--- src/design/bscc_defs.svh ---
// Constants for the bit-test-skip, call and clear execution slice.
// Assumes the including file already knows nothing else; it holds macros only.
// Notes on behaviour
// RQ1: Register clear writes an all-zero byte to the addressed data register.
// RQ2: Register clear sets the zero flag and touches no other status flag.
// RQ3: Register clear is recognised by pattern 00 0001 1 plus a 7-bit address.
// RQ4: Register clear has one operand 0..127, one word, one instruction cycle.
// RQ5: Call pushes the next address, then loads its 11-bit target into pc bits 10..0.
// RQ6: Skip if set turns the next instruction into a no-op when the bit is 1.
// RQ7: Call takes two cycles; pc bits 12..11 come from high latch bits 4..3.
`ifndef BSCC_DEFS_SVH
`define BSCC_DEFS_SVH
`define BSCC_CLEAR_TOP 7'h03
`define BSCC_CLEAR_TOP_MSB 13
`define BSCC_CLEAR_TOP_LSB 7
`define BSCC_BTSS_TOP 4'h7
`define BSCC_BTSS_TOP_LSB 10
`define BSCC_CALL_TOP 3'h4
`define BSCC_CALL_TOP_LSB 11
`define BSCC_FADDR_MSB 6
`define BSCC_BSEL_MSB 9
`define BSCC_BSEL_LSB 7
`define BSCC_TARGET_MSB 10
`define BSCC_LATCH_HI 4
`define BSCC_LATCH_LO 3
`define BSCC_CLEAR_VALUE 8'h00
`define BSCC_RESET_PC 13'h0000
`define BSCC_NOP_WORD 14'h0000
`define BSCC_PHASES_PER_CYCLE 4
`endif

--- src/design/bscc_pkg.sv ---
// Types shared by the execution slice and its decoder.
// Assumes bscc_defs.svh is on the include path.
package bscc_pkg;
	typedef enum logic [1:0]
	{
		BSCC_Q1 = 2'b00,
		BSCC_Q2 = 2'b01,
		BSCC_Q3 = 2'b10,
		BSCC_Q4 = 2'b11
	} bscc_phase_e;

	typedef enum logic [1:0]
	{
		BSCC_OP_OTHER = 2'b00,
		BSCC_OP_CLEAR = 2'b01,
		BSCC_OP_BTSS = 2'b10,
		BSCC_OP_CALL = 2'b11
	} bscc_op_e;
endpackage : bscc_pkg

--- src/design/bscc_dec_if.sv ---
// Carrier between the execution slice and its decoder.
// Assumes bscc_pkg is compiled first.
interface bscc_dec_if;
	import bscc_pkg::*;
	logic [13:0] instr;
	bscc_op_e op;
	logic [6:0] faddr;
	logic [2:0] bsel;
	logic [10:0] target;
	modport dec (input instr, output op, output faddr, output bsel, output target);
	modport exe (output instr, input op, input faddr, input bsel, input target);
endinterface : bscc_dec_if

--- src/design/bscc_decode.sv ---
// Combinational decoder for the three executed opcodes.
// Assumes the instruction word is held stable by the execution slice.
`include "bscc_defs.svh"
module bscc_decode
	import bscc_pkg::*;
(
	// Decoder side of the carrier.
	bscc_dec_if.dec dif
);
	always_comb
	begin
		dif.faddr = dif.instr[`BSCC_FADDR_MSB:0];
		dif.bsel = dif.instr[`BSCC_BSEL_MSB:`BSCC_BSEL_LSB];
		dif.target = dif.instr[`BSCC_TARGET_MSB:0];
		if (dif.instr[`BSCC_CLEAR_TOP_MSB:`BSCC_CLEAR_TOP_LSB] == `BSCC_CLEAR_TOP) // [RQ3]
		begin
			dif.op = BSCC_OP_CLEAR;
		end
		else if (dif.instr[13:`BSCC_BTSS_TOP_LSB] == `BSCC_BTSS_TOP)
		begin
			dif.op = BSCC_OP_BTSS;
		end
		else if (dif.instr[13:`BSCC_CALL_TOP_LSB] == `BSCC_CALL_TOP)
		begin
			dif.op = BSCC_OP_CALL;
		end
		else
		begin
			dif.op = BSCC_OP_OTHER;
		end
	end
endmodule : bscc_decode

--- src/design/bscc_exec.sv ---
// Execution slice for bit test skip if set, subroutine call and register clear.
// Assumes the program word at o_pc is on i_instr during phase Q1, and that the data
// register at o_f_addr is on i_f_data during phase Q3; both are synchronous to i_clk.
`include "bscc_defs.svh"
module bscc_exec
	import bscc_pkg::*;
#(
	parameter int PC_W = 13
)
(
	// Clock and reset.
	input wire logic i_clk,
	input wire logic i_rst_b,
	// Program side.
	input wire logic [13:0] i_instr,
	input wire logic [7:0] i_pc_hi_latch,
	output logic [PC_W-1:0] o_pc,
	output logic [1:0] o_phase,
	output logic o_nop_cycle,
	// Data register side.
	input wire logic [7:0] i_f_data,
	output logic [6:0] o_f_addr,
	output logic o_f_wr,
	output logic [7:0] o_f_wdata,
	output logic o_z_set,
	// Hardware stack side.
	output logic o_push,
	output logic [PC_W-1:0] o_push_addr
);
	typedef struct packed
	{
		bscc_phase_e q;
		logic [13:0] ir;
		logic [PC_W-1:0] pc;
		logic [6:0] f_addr;
		logic f_wr;
		logic [7:0] f_wdata;
		logic z_set;
		logic push;
		logic [PC_W-1:0] push_addr;
		logic skip;
		logic call;
		logic nop_cyc;
		logic nop_next;
		logic hold_next;
	} bscc_state_s;

	bscc_state_s st_r;
	bscc_state_s st_nxt;
	bscc_dec_if dif ();

	bscc_decode u_decode
	(
		.dif(dif)
	);

	assign dif.instr = st_r.ir;

	always_comb
	begin
		st_nxt = st_r;
		st_nxt.f_wr = 1'b0;
		st_nxt.z_set = 1'b0;
		st_nxt.push = 1'b0;
		case (st_r.q)
			BSCC_Q1:
			begin
				// A flushed cycle runs an all-zero word, which decodes as none of ours.
				st_nxt.q = BSCC_Q2;
				st_nxt.nop_cyc = st_r.nop_next;
				st_nxt.ir = st_r.nop_next ? `BSCC_NOP_WORD : i_instr; // [RQ6] [RQ7]
				st_nxt.nop_next = 1'b0;
				st_nxt.skip = 1'b0;
				st_nxt.call = 1'b0;
			end
			BSCC_Q2:
			begin
				st_nxt.q = BSCC_Q3;
				st_nxt.f_addr = dif.faddr; // [RQ4]
			end
			BSCC_Q3:
			begin
				st_nxt.q = BSCC_Q4;
				case (dif.op)
					BSCC_OP_CLEAR:
					begin
						st_nxt.f_wr = 1'b1; // [RQ1]
						st_nxt.f_wdata = `BSCC_CLEAR_VALUE; // [RQ1]
						st_nxt.z_set = 1'b1; // [RQ2]
					end
					BSCC_OP_BTSS:
					begin
						// The bit is taken at the edge that ends Q3, while the data register is presented.
						st_nxt.skip = i_f_data[dif.bsel]; // [RQ6]
					end
					BSCC_OP_CALL:
					begin
						st_nxt.call = 1'b1;
						st_nxt.push = 1'b1; // [RQ5]
						st_nxt.push_addr = PC_W'(st_r.pc + 1'b1); // [RQ5]
					end
					default:
					begin
						st_nxt.skip = 1'b0;
					end
				endcase
			end
			default:
			begin
				st_nxt.q = BSCC_Q1;
				if (st_r.call)
				begin
					// The call target is in place now, so its flushed cycle must not advance it.
					st_nxt.pc = {i_pc_hi_latch[`BSCC_LATCH_HI:`BSCC_LATCH_LO], dif.target}; // [RQ5] [RQ7]
					st_nxt.nop_next = 1'b1; // [RQ7]
					st_nxt.hold_next = 1'b1; // [RQ7]
				end
				else if (st_r.hold_next)
				begin
					st_nxt.hold_next = 1'b0;
				end
				else
				begin
					st_nxt.pc = PC_W'(st_r.pc + 1'b1);
					st_nxt.nop_next = st_r.skip; // [RQ6]
				end
			end
		endcase
	end

	always_ff @(posedge i_clk)
	begin
		if (!i_rst_b)
		begin
			st_r <= '0;
			st_r.q <= BSCC_Q1;
			st_r.pc <= `BSCC_RESET_PC;
			st_r.ir <= `BSCC_NOP_WORD;
			st_r.f_wdata <= `BSCC_CLEAR_VALUE;
		end
		else
		begin
			st_r <= st_nxt;
		end
	end

	assign o_pc = st_r.pc;
	assign o_phase = st_r.q;
	assign o_nop_cycle = st_r.nop_cyc;
	assign o_f_addr = st_r.f_addr;
	assign o_f_wr = st_r.f_wr;
	assign o_f_wdata = st_r.f_wdata;
	assign o_z_set = st_r.z_set;
	assign o_push = st_r.push;
	assign o_push_addr = st_r.push_addr;
endmodule : bscc_exec

--- config.mk ---
export PLATFORM = sky130hd
export DESIGN_NAME = bscc_exec
export DESIGN_NICKNAME = d
export VERILOG_FILES = /design/src/design/bscc_pkg.sv /design/src/design/bscc_dec_if.sv /design/src/design/bscc_decode.sv /design/src/design/bscc_exec.sv
export VERILOG_INCLUDE_DIRS = /design/src /design/src/design
export SDC_FILE = /design/constraint.sdc
export NUM_CORES = 1
export LEC_CHECK = 0
export BUFFER_PORTS_ARGS = -buffer_cell sky130_fd_sc_hd__buf_4
export CAP_MARGIN = 5
export CORE_MARGIN = 5
export CORE_UTILIZATION = 53
export DETAILED_ROUTE_END_ITERATION = 12
export PLACE_DENSITY = 0.8
export SLEW_MARGIN = 20
export SYNTH_ARGS = -nofsm -noshare
export SYNTH_HDL_FRONTEND = slang
export SYNTH_SLANG_ARGS = --single-unit
export TNS_END_PERCENT = 10
--- constraint.sdc ---
create_clock -name i_clk -period 2.1 [get_ports i_clk]
set_input_delay 0.21 -clock i_clk [delete_from_list [all_inputs] [get_ports i_clk]]
set_output_delay 0.21 -clock i_clk [all_outputs]
set_load 0.01 [all_outputs]
# Yosys cells after proc, flatten, opt, wreduce, memory -nomap -nowiden
# Cells that the tools add are included.
[classes] n_mux=17 magnitude_cmp=1 addsub=1 n_bitwise=2 n_shift=0 n_reduce_logical=11 eq_ne=12 multipliers=0 n_div=0
[op_table] operator="14-bit 2-to-1 mux" n=2
[op_table] operator="13-bit 2-to-1 mux" n=2
[op_table] operator="13-bit by 1-bit adder with 13-bit output (second input constant)" n=1
[op_table] operator="2-bit AND reduction" n=6
[op_table] operator="10-bit 2-to-1 mux" n=1
[op_table] operator="2-bit 2-to-1 mux" n=4
[op_table] operator="7-bit by 2-bit == test with 1-bit output (second input constant)" n=1
[op_table] operator="2-bit == test (second input constant)" n=3
[op_table] operator="2-bit one-hot mux with 3 select lines" n=1
[op_table] operator="2-bit by 1-bit == test with 1-bit output (second input constant)" n=2
[op_table] operator="4-bit by 3-bit == test with 1-bit output (second input constant)" n=1
[op_table] operator="3-bit by 4-bit < comparator with 1-bit output (second input constant)" n=1
[op_table] operator="2-bit by 1-bit inequality test with 1-bit output (second input constant)" n=2
[op_table] operator="1-bit one-hot mux with 2 select lines" n=2
[op_table] operator="2-bit one-hot mux with 2 select lines" n=1
[op_table] operator="2-bit OR reduction" n=2
[op_table] operator="1-bit binary-select mux with 3-bit select" n=1
[op_table] operator="3-bit == test (second input constant)" n=1
[op_table] operator="1-bit 2-to-1 mux" n=3
[op_table] operator="3-bit by 1-bit inequality test with 1-bit output (second input constant)" n=1
[op_table] operator="3-bit OR reduction" n=1
[op_table] operator="2-bit logical NOT" n=1
[op_table] operator="2-bit inequality test (second input constant)" n=1
[op_table] operator="1-bit NOT" n=2
[op_table] operator="2-bit nonzero test" n=1
[word_totals] reg_bits=57 ramBits=0 in_bits=32 mem_count=0 out_inout_bits=47 latchBits=0 elab_cells=57 rom_bits=0

# Longest topological paths before layout
[logic_depth] depth_word=8 depth_mapped=7 mapped_depth_nobuf=5

# Cells and area by module
# A second synthesis with hierarchy kept.
[unflattened] cells_unflattened=380 hier_area_um2=3154.3
[modules_own_cells] mod="bscc_exec" area_each_um2=2955.3 n_inst=1 seq_area_each_um2=1121.1 cells_per_inst=354
[modules_own_cells] mod="bscc_decode" area_each_um2=198.9 n_inst=1 seq_area_each_um2=0.0 cells_per_inst=26

# Least setup slack after synthesis
# OpenSTA, ideal clock, no wires.
[synth_path] path_kind="register -> register" from="register st_r (netlist bit o_pc[0])" to="register st_r (netlist bit o_pc[10])" arrival_ns=1.626 t_required_ns=1.963 setup_time_ns=0.137 n_path_buf=0 synth_period_minus_slack_ns=1.763 path_stages_with_launch=6 slack_ns=0.337 cell_sequence="dfxtp_1 > ha_1 > nand3_1 > o31a_1 > a2111oi_1 > a211oi_1"
[synth_between] elab_chain_len=3
[synth_rtl] item="start: declaration" line_no="bscc_exec.sv:48" rtl="bscc_state_s st_r;"
[synth_rtl] item="start signal: assignment" line_no="bscc_exec.sv:143" rtl="st_r <= st_nxt;"
[synth_rtl] item="13-bit by 1-bit adder with 13-bit output" line_no="bscc_exec.sv:124" rtl="st_nxt.pc = PC_W'(st_r.pc + 1'b1);"
[synth_rtl] item="13-bit 2-to-1 mux" line_no="bscc_exec.sv:118" rtl="else if (st_r.hold_next)"
[synth_rtl] item="13-bit 2-to-1 mux" line_no="bscc_exec.sv:111" rtl="if (st_r.call)"
# Every way passes these cells. The select of a mux whose other input is x is not followed.
# A chain may end at the register's enable or synchronous reset.

# Worst setup path in the final report
[layout_path] from="register st_r (netlist bit o_pc[1])" to="register st_r (netlist bit o_pc[10])"
# The elaborated chain is that of the path after synthesis.

==> results.md <==
- Core Region: 0.00547 mm2
- Final critical path time including I/O delays and setup: 1.87 ns
- Global Route Usage Sum: 18.1%
- Startpoint of the lowest-slack hold path: i_instr[3]
- Unique cell type count in the Yosys netlist: 55
- CP bufs+invs: 0
- Psw: 0.896 mW
- Setup repair after global routing missed its margin: false
- Leakage power: 1.32 nW
- Final Skew: 0.0103 ns
- Buffer levels on the longest clock path: 2
- Area of the multi-input gates: 0.00142 mm2
- Antenna violations before repair: 0
- Relative contribution of combinational cells to total power: 27.0%
- Net Sw Frac: 31.3%
- Async S/R FF share, synth: 0%
- Signed area change from the synthesized netlist to the final layout: 12.1%
- Fmax achieved: 534 MHz
- Via count of the routed design: 2,406
- DRC violations left: 0
- Maximum level of the CTS H-tree: 2
- DIE WIDTH: 84.9 um
- Worst VDD drop: 0.524 mV
- 1st-iter DRT viols: 187
- Io pins: 79
- Data required time at the worst endpoint: 2.30 ns
- Number of I/O port buffers: 64
- Slowest library cell on the worst path: sky130_fd_sc_hd__dfxtp_1
- Pin count of the biggest net entering global routing: 35
- Count leader, synth: sky130_fd_sc_hd__dfxtp_1
- Yosys warning count: 0
- Die H: 84.9 um
- Top-area cell type share of the netlist area: 37.7%
- Cell Int Power: 1.97 mW
- Top flip-flop cell by instance count after synthesis: sky130_fd_sc_hd__dfxtp_1
- Cells taking the most area after synthesis: sky130_fd_sc_hd__dfxtp_1 (38%), sky130_fd_sc_hd__buf_4 (11%), sky130_fd_sc_hd__nor2_1 (6.9%)
- Worst Max-Slew Pin Slew: 1.02 ns
- Area enclosed by the die boundary: 0.00721 mm2
- Wire length of the first global-routing pass: 11,000 um
- Gr ovfl total: 0
- Synth Cell Area: 0.00297 mm2
- TritonRoute pass-1 iters: 4
- Fraction of power consumed by sequential logic: 46.1%
- Gp weighted congestion: 0.863
- CTS-repair resized insts: 0
- Hold Path Depth: 3
- Crit path cell chain: ha_1 -> nand3_1 -> o31a_1 -> a2111oi_1 -> a211oi_1
- Ratio of routed vias to standard cells: 5.41
- Cell chosen for the clock root: sky130_fd_sc_hd__clkbuf_8
- EDFF count, synth: 0
- Hold Vio Cnt, Final: 0
- Total number of nets in the final design: 409
- Final Total Pwr: 2.87 mW
- Library cell with the largest summed area after synthesis: sky130_fd_sc_hd__dfxtp_1
- Reg2reg start: o_pc[1]
- Gate count after technology mapping: 351
- Share of final-layout standard cells stronger than drive strength 1: 24.7%
- Run status: finished, final reports clean
- Maxcap violations: 0
- Final routed wirelength across all metal layers: 6510 um
- Share of synthesized area occupied by flip-flops and latches: 37.7%
- Critical Path AT: 2.07 ns
- Starting Density: 54.3%
- Final worst setup slack: 0.226 ns
- Count of fill cells added during filler insertion: 495
- Power density over cell area: 860 mW/mm2
- Share of the clock period used by the worst path after layout: 89.2%
- Startpoint types: flip-flop
- Clock tree from TritonCTS: yes
- Number of standard-cell rows in the floorplan: 27
- Count of clock tree sinks: 56
- Number of pins with negative max-slew slack in the final report: 0
- Number of endpoints failing setup at the final stage: 0
- Setup TNS after final layout: 0 ns
- Residual antenna-violating net count after detailed routing: 0
- Post-CTS setup-driven buffer insertion count: 0
- Family of cells with the greatest summed delay on the critical path: compound AO/OA/AOI/OAI gates
- Setup slack of the worst register-to-register path: 0.23 ns
- Worst hold path class: in2reg
- Most numerous cell types in the synthesized netlist: sky130_fd_sc_hd__dfxtp_1 (56), sky130_fd_sc_hd__nor2_1 (55), sky130_fd_sc_hd__buf_4 (45)
- Via count of the first global-routing pass: 2,292
- R2R cell count: 5
- Post-DP HPWL: 4660 um
- Sort of element at the end of the critical path: flip-flop
- Startpoint of the most critical setup path: o_pc[1]
- Kind of critical path: reg2reg
- Yosys reg bits: 56
- Post-CTS clock slew at the launch and capture registers of the worst setup and hold paths: 0.10 ns
- End point of the most critical hold path: dif.instr[3]
- Sequential cell area: 0.00112 mm2
- Post-detailed-route wirelength per cell: 14.6 um
- Stage delay of the slowest cell on the critical path: 0.46 ns
- Quantity of hold-fixing buffers added after cts: 0
- Diode insertion count for antenna repair: 0
- Terminus of the critical flop-to-flop path: o_pc[10]
- Synthesized area per cell: 8.47 um2
- Total clock buffers created by CTS: 5
- Worst slack after detailed placement: 0.306 ns
- Insertion delay of the later-clocked pin in the worst-skew pair: 0.32 ns
- Relative max-transition margin: 31.6%
- Highest net fanout along the worst path: 7
- Clock share of power: 26.9%
[power by group through the flow]
stage / Combinational [mW] / Sequential [mW] / Clock (mW)
finish: 0.773 / 1.32 / 0.771
global route: 0.860 / 1.34 / 0.824
CTS: 0.774 / 1.32 / 0.788
detailed placement: 0.770 / 1.34 / 0
global placement: 0.749 / 1.33 / 0
floorplan: 0.617 / 1.30 / 0
[layout by cell type (no fill, tap or decap), types with 2 or more instances in the layout]
cell type	netlist	layout
sky130_fd_sc_hd__nor4_1	2	2
sky130_fd_sc_hd__a211oi_1	10	10
sky130_fd_sc_hd__buf_4	45	74
sky130_fd_sc_hd__o31ai_1	2	2
sky130_fd_sc_hd__mux2i_1	14	14
sky130_fd_sc_hd__nand2b_1	4	4
sky130_fd_sc_hd__nand2_1	18	18
sky130_fd_sc_hd__and4_1	2	2
sky130_fd_sc_hd__dfxtp_1	56	56
sky130_fd_sc_hd__o21ai_1	4	4
sky130_fd_sc_hd__o21ai_0	7	7
sky130_fd_sc_hd__clkbuf_8	0	7
sky130_fd_sc_hd__conb_1	1	8
sky130_fd_sc_hd__nand4_1	2	2
sky130_fd_sc_hd__xor2_1	2	2
sky130_fd_sc_hd__xnor2_1	6	6
sky130_fd_sc_hd__mux4_2	2	2
sky130_fd_sc_hd__a22oi_1	2	2
sky130_fd_sc_hd__a31oi_1	2	2
sky130_fd_sc_hd__o21a_1	2	2
sky130_fd_sc_hd__and3_1	2	2
sky130_fd_sc_hd__nor2b_1	16	16
sky130_fd_sc_hd__nor2_1	55	55
sky130_fd_sc_hd__o41ai_1	2	2
sky130_fd_sc_hd__nor3_1	5	5
sky130_fd_sc_hd__and2_1	2	2
sky130_fd_sc_hd__ha_1	5	5
sky130_fd_sc_hd__inv_1	4	4
sky130_fd_sc_hd__nand3_1	6	6
sky130_fd_sc_hd__a21oi_1	27	27
[metal layers]
layer	track usage, %	vias up	part of all wire (%)
li1	-	1202	-
met1	24.6	1095	45
met2	28.9	100	46
met3	3.98	9	8.0
met4	5.61	0	1.0
met5	0	-	0
[flip-flops by register name, summed over array words and instances, names as in the netlist]
name and cells:
dif.instr 14, o_f_wr 1, o_push_addr 13, o_nop_cycle 1, o_phase 2, st_r 4, o_f_addr 7, o_pc 13
o_push 1
[cells by family (layout without fill, tap and decap cells)]
family	count (synthesis)	after routing	share of synthesized area (%)
other	1	8	0.126
adder cells (fa/ha/maj)	5	5	2.10
AO/OA/AOI/OAI	72	72	16.1
buffers and inverters	72	87	15.4
flip-flops	56	56	37.7
multiplexers	16	16	6.23
AND/OR/NAND/NOR	121	121	20.0
XOR/XNOR	8	8	2.36
[worst max path at each step]
| stage | endpoint | slack [ns] | cells past startpoint |
|---|---|---|---|
| 5_1_grt | o_pc[12] | 0.04 | 6 |
| 3_5_place_dp | o_pc[12] | 0.31 | 6 |
| 4_1_cts | o_pc[12] | 0.26 | 6 |
| 3_3_place_gp | o_pc[12] | 0.36 | 6 |
| 2_1_floorplan | o_pc[10] | 0.34 | 5 |
| 6_report | o_pc[10] | 0.23 | 5 |
[metrics by stage]
stage          util [%]  cell area (um2)  hold WS [ns]  instances
2_1_floorplan         -             3000         0.349        358
5_1_grt            60.9             3330         0.116        445
3_3_place_gp       58.6             3210         0.438        437
4_1_cts            60.9             3330         0.117        445
6_report           60.9             3330         0.121        445
3_5_place_dp       58.6             3210         0.443        437
[worst reg2reg max path, stage by stage (launching register included)]
cell and delay [ns]:
sky130_fd_sc_hd__dfxtp_1 0.46, sky130_fd_sc_hd__ha_1 0.31, sky130_fd_sc_hd__nand3_1 0.17, sky130_fd_sc_hd__o31a_1 0.30, sky130_fd_sc_hd__a2111oi_1 0.40, sky130_fd_sc_hd__a211oi_1 0.11
[layout make-up]
type,instances,share of cell area (%)
clock buffers,7,2.89
repair buffers,74,16.7
well taps,72,2.70
clock inverters,1,0.901
inverters,5,0.563
multi-input cells,230,42.6
flip-flops and latches,56,33.6
Power figures use the tool's default switching activity.
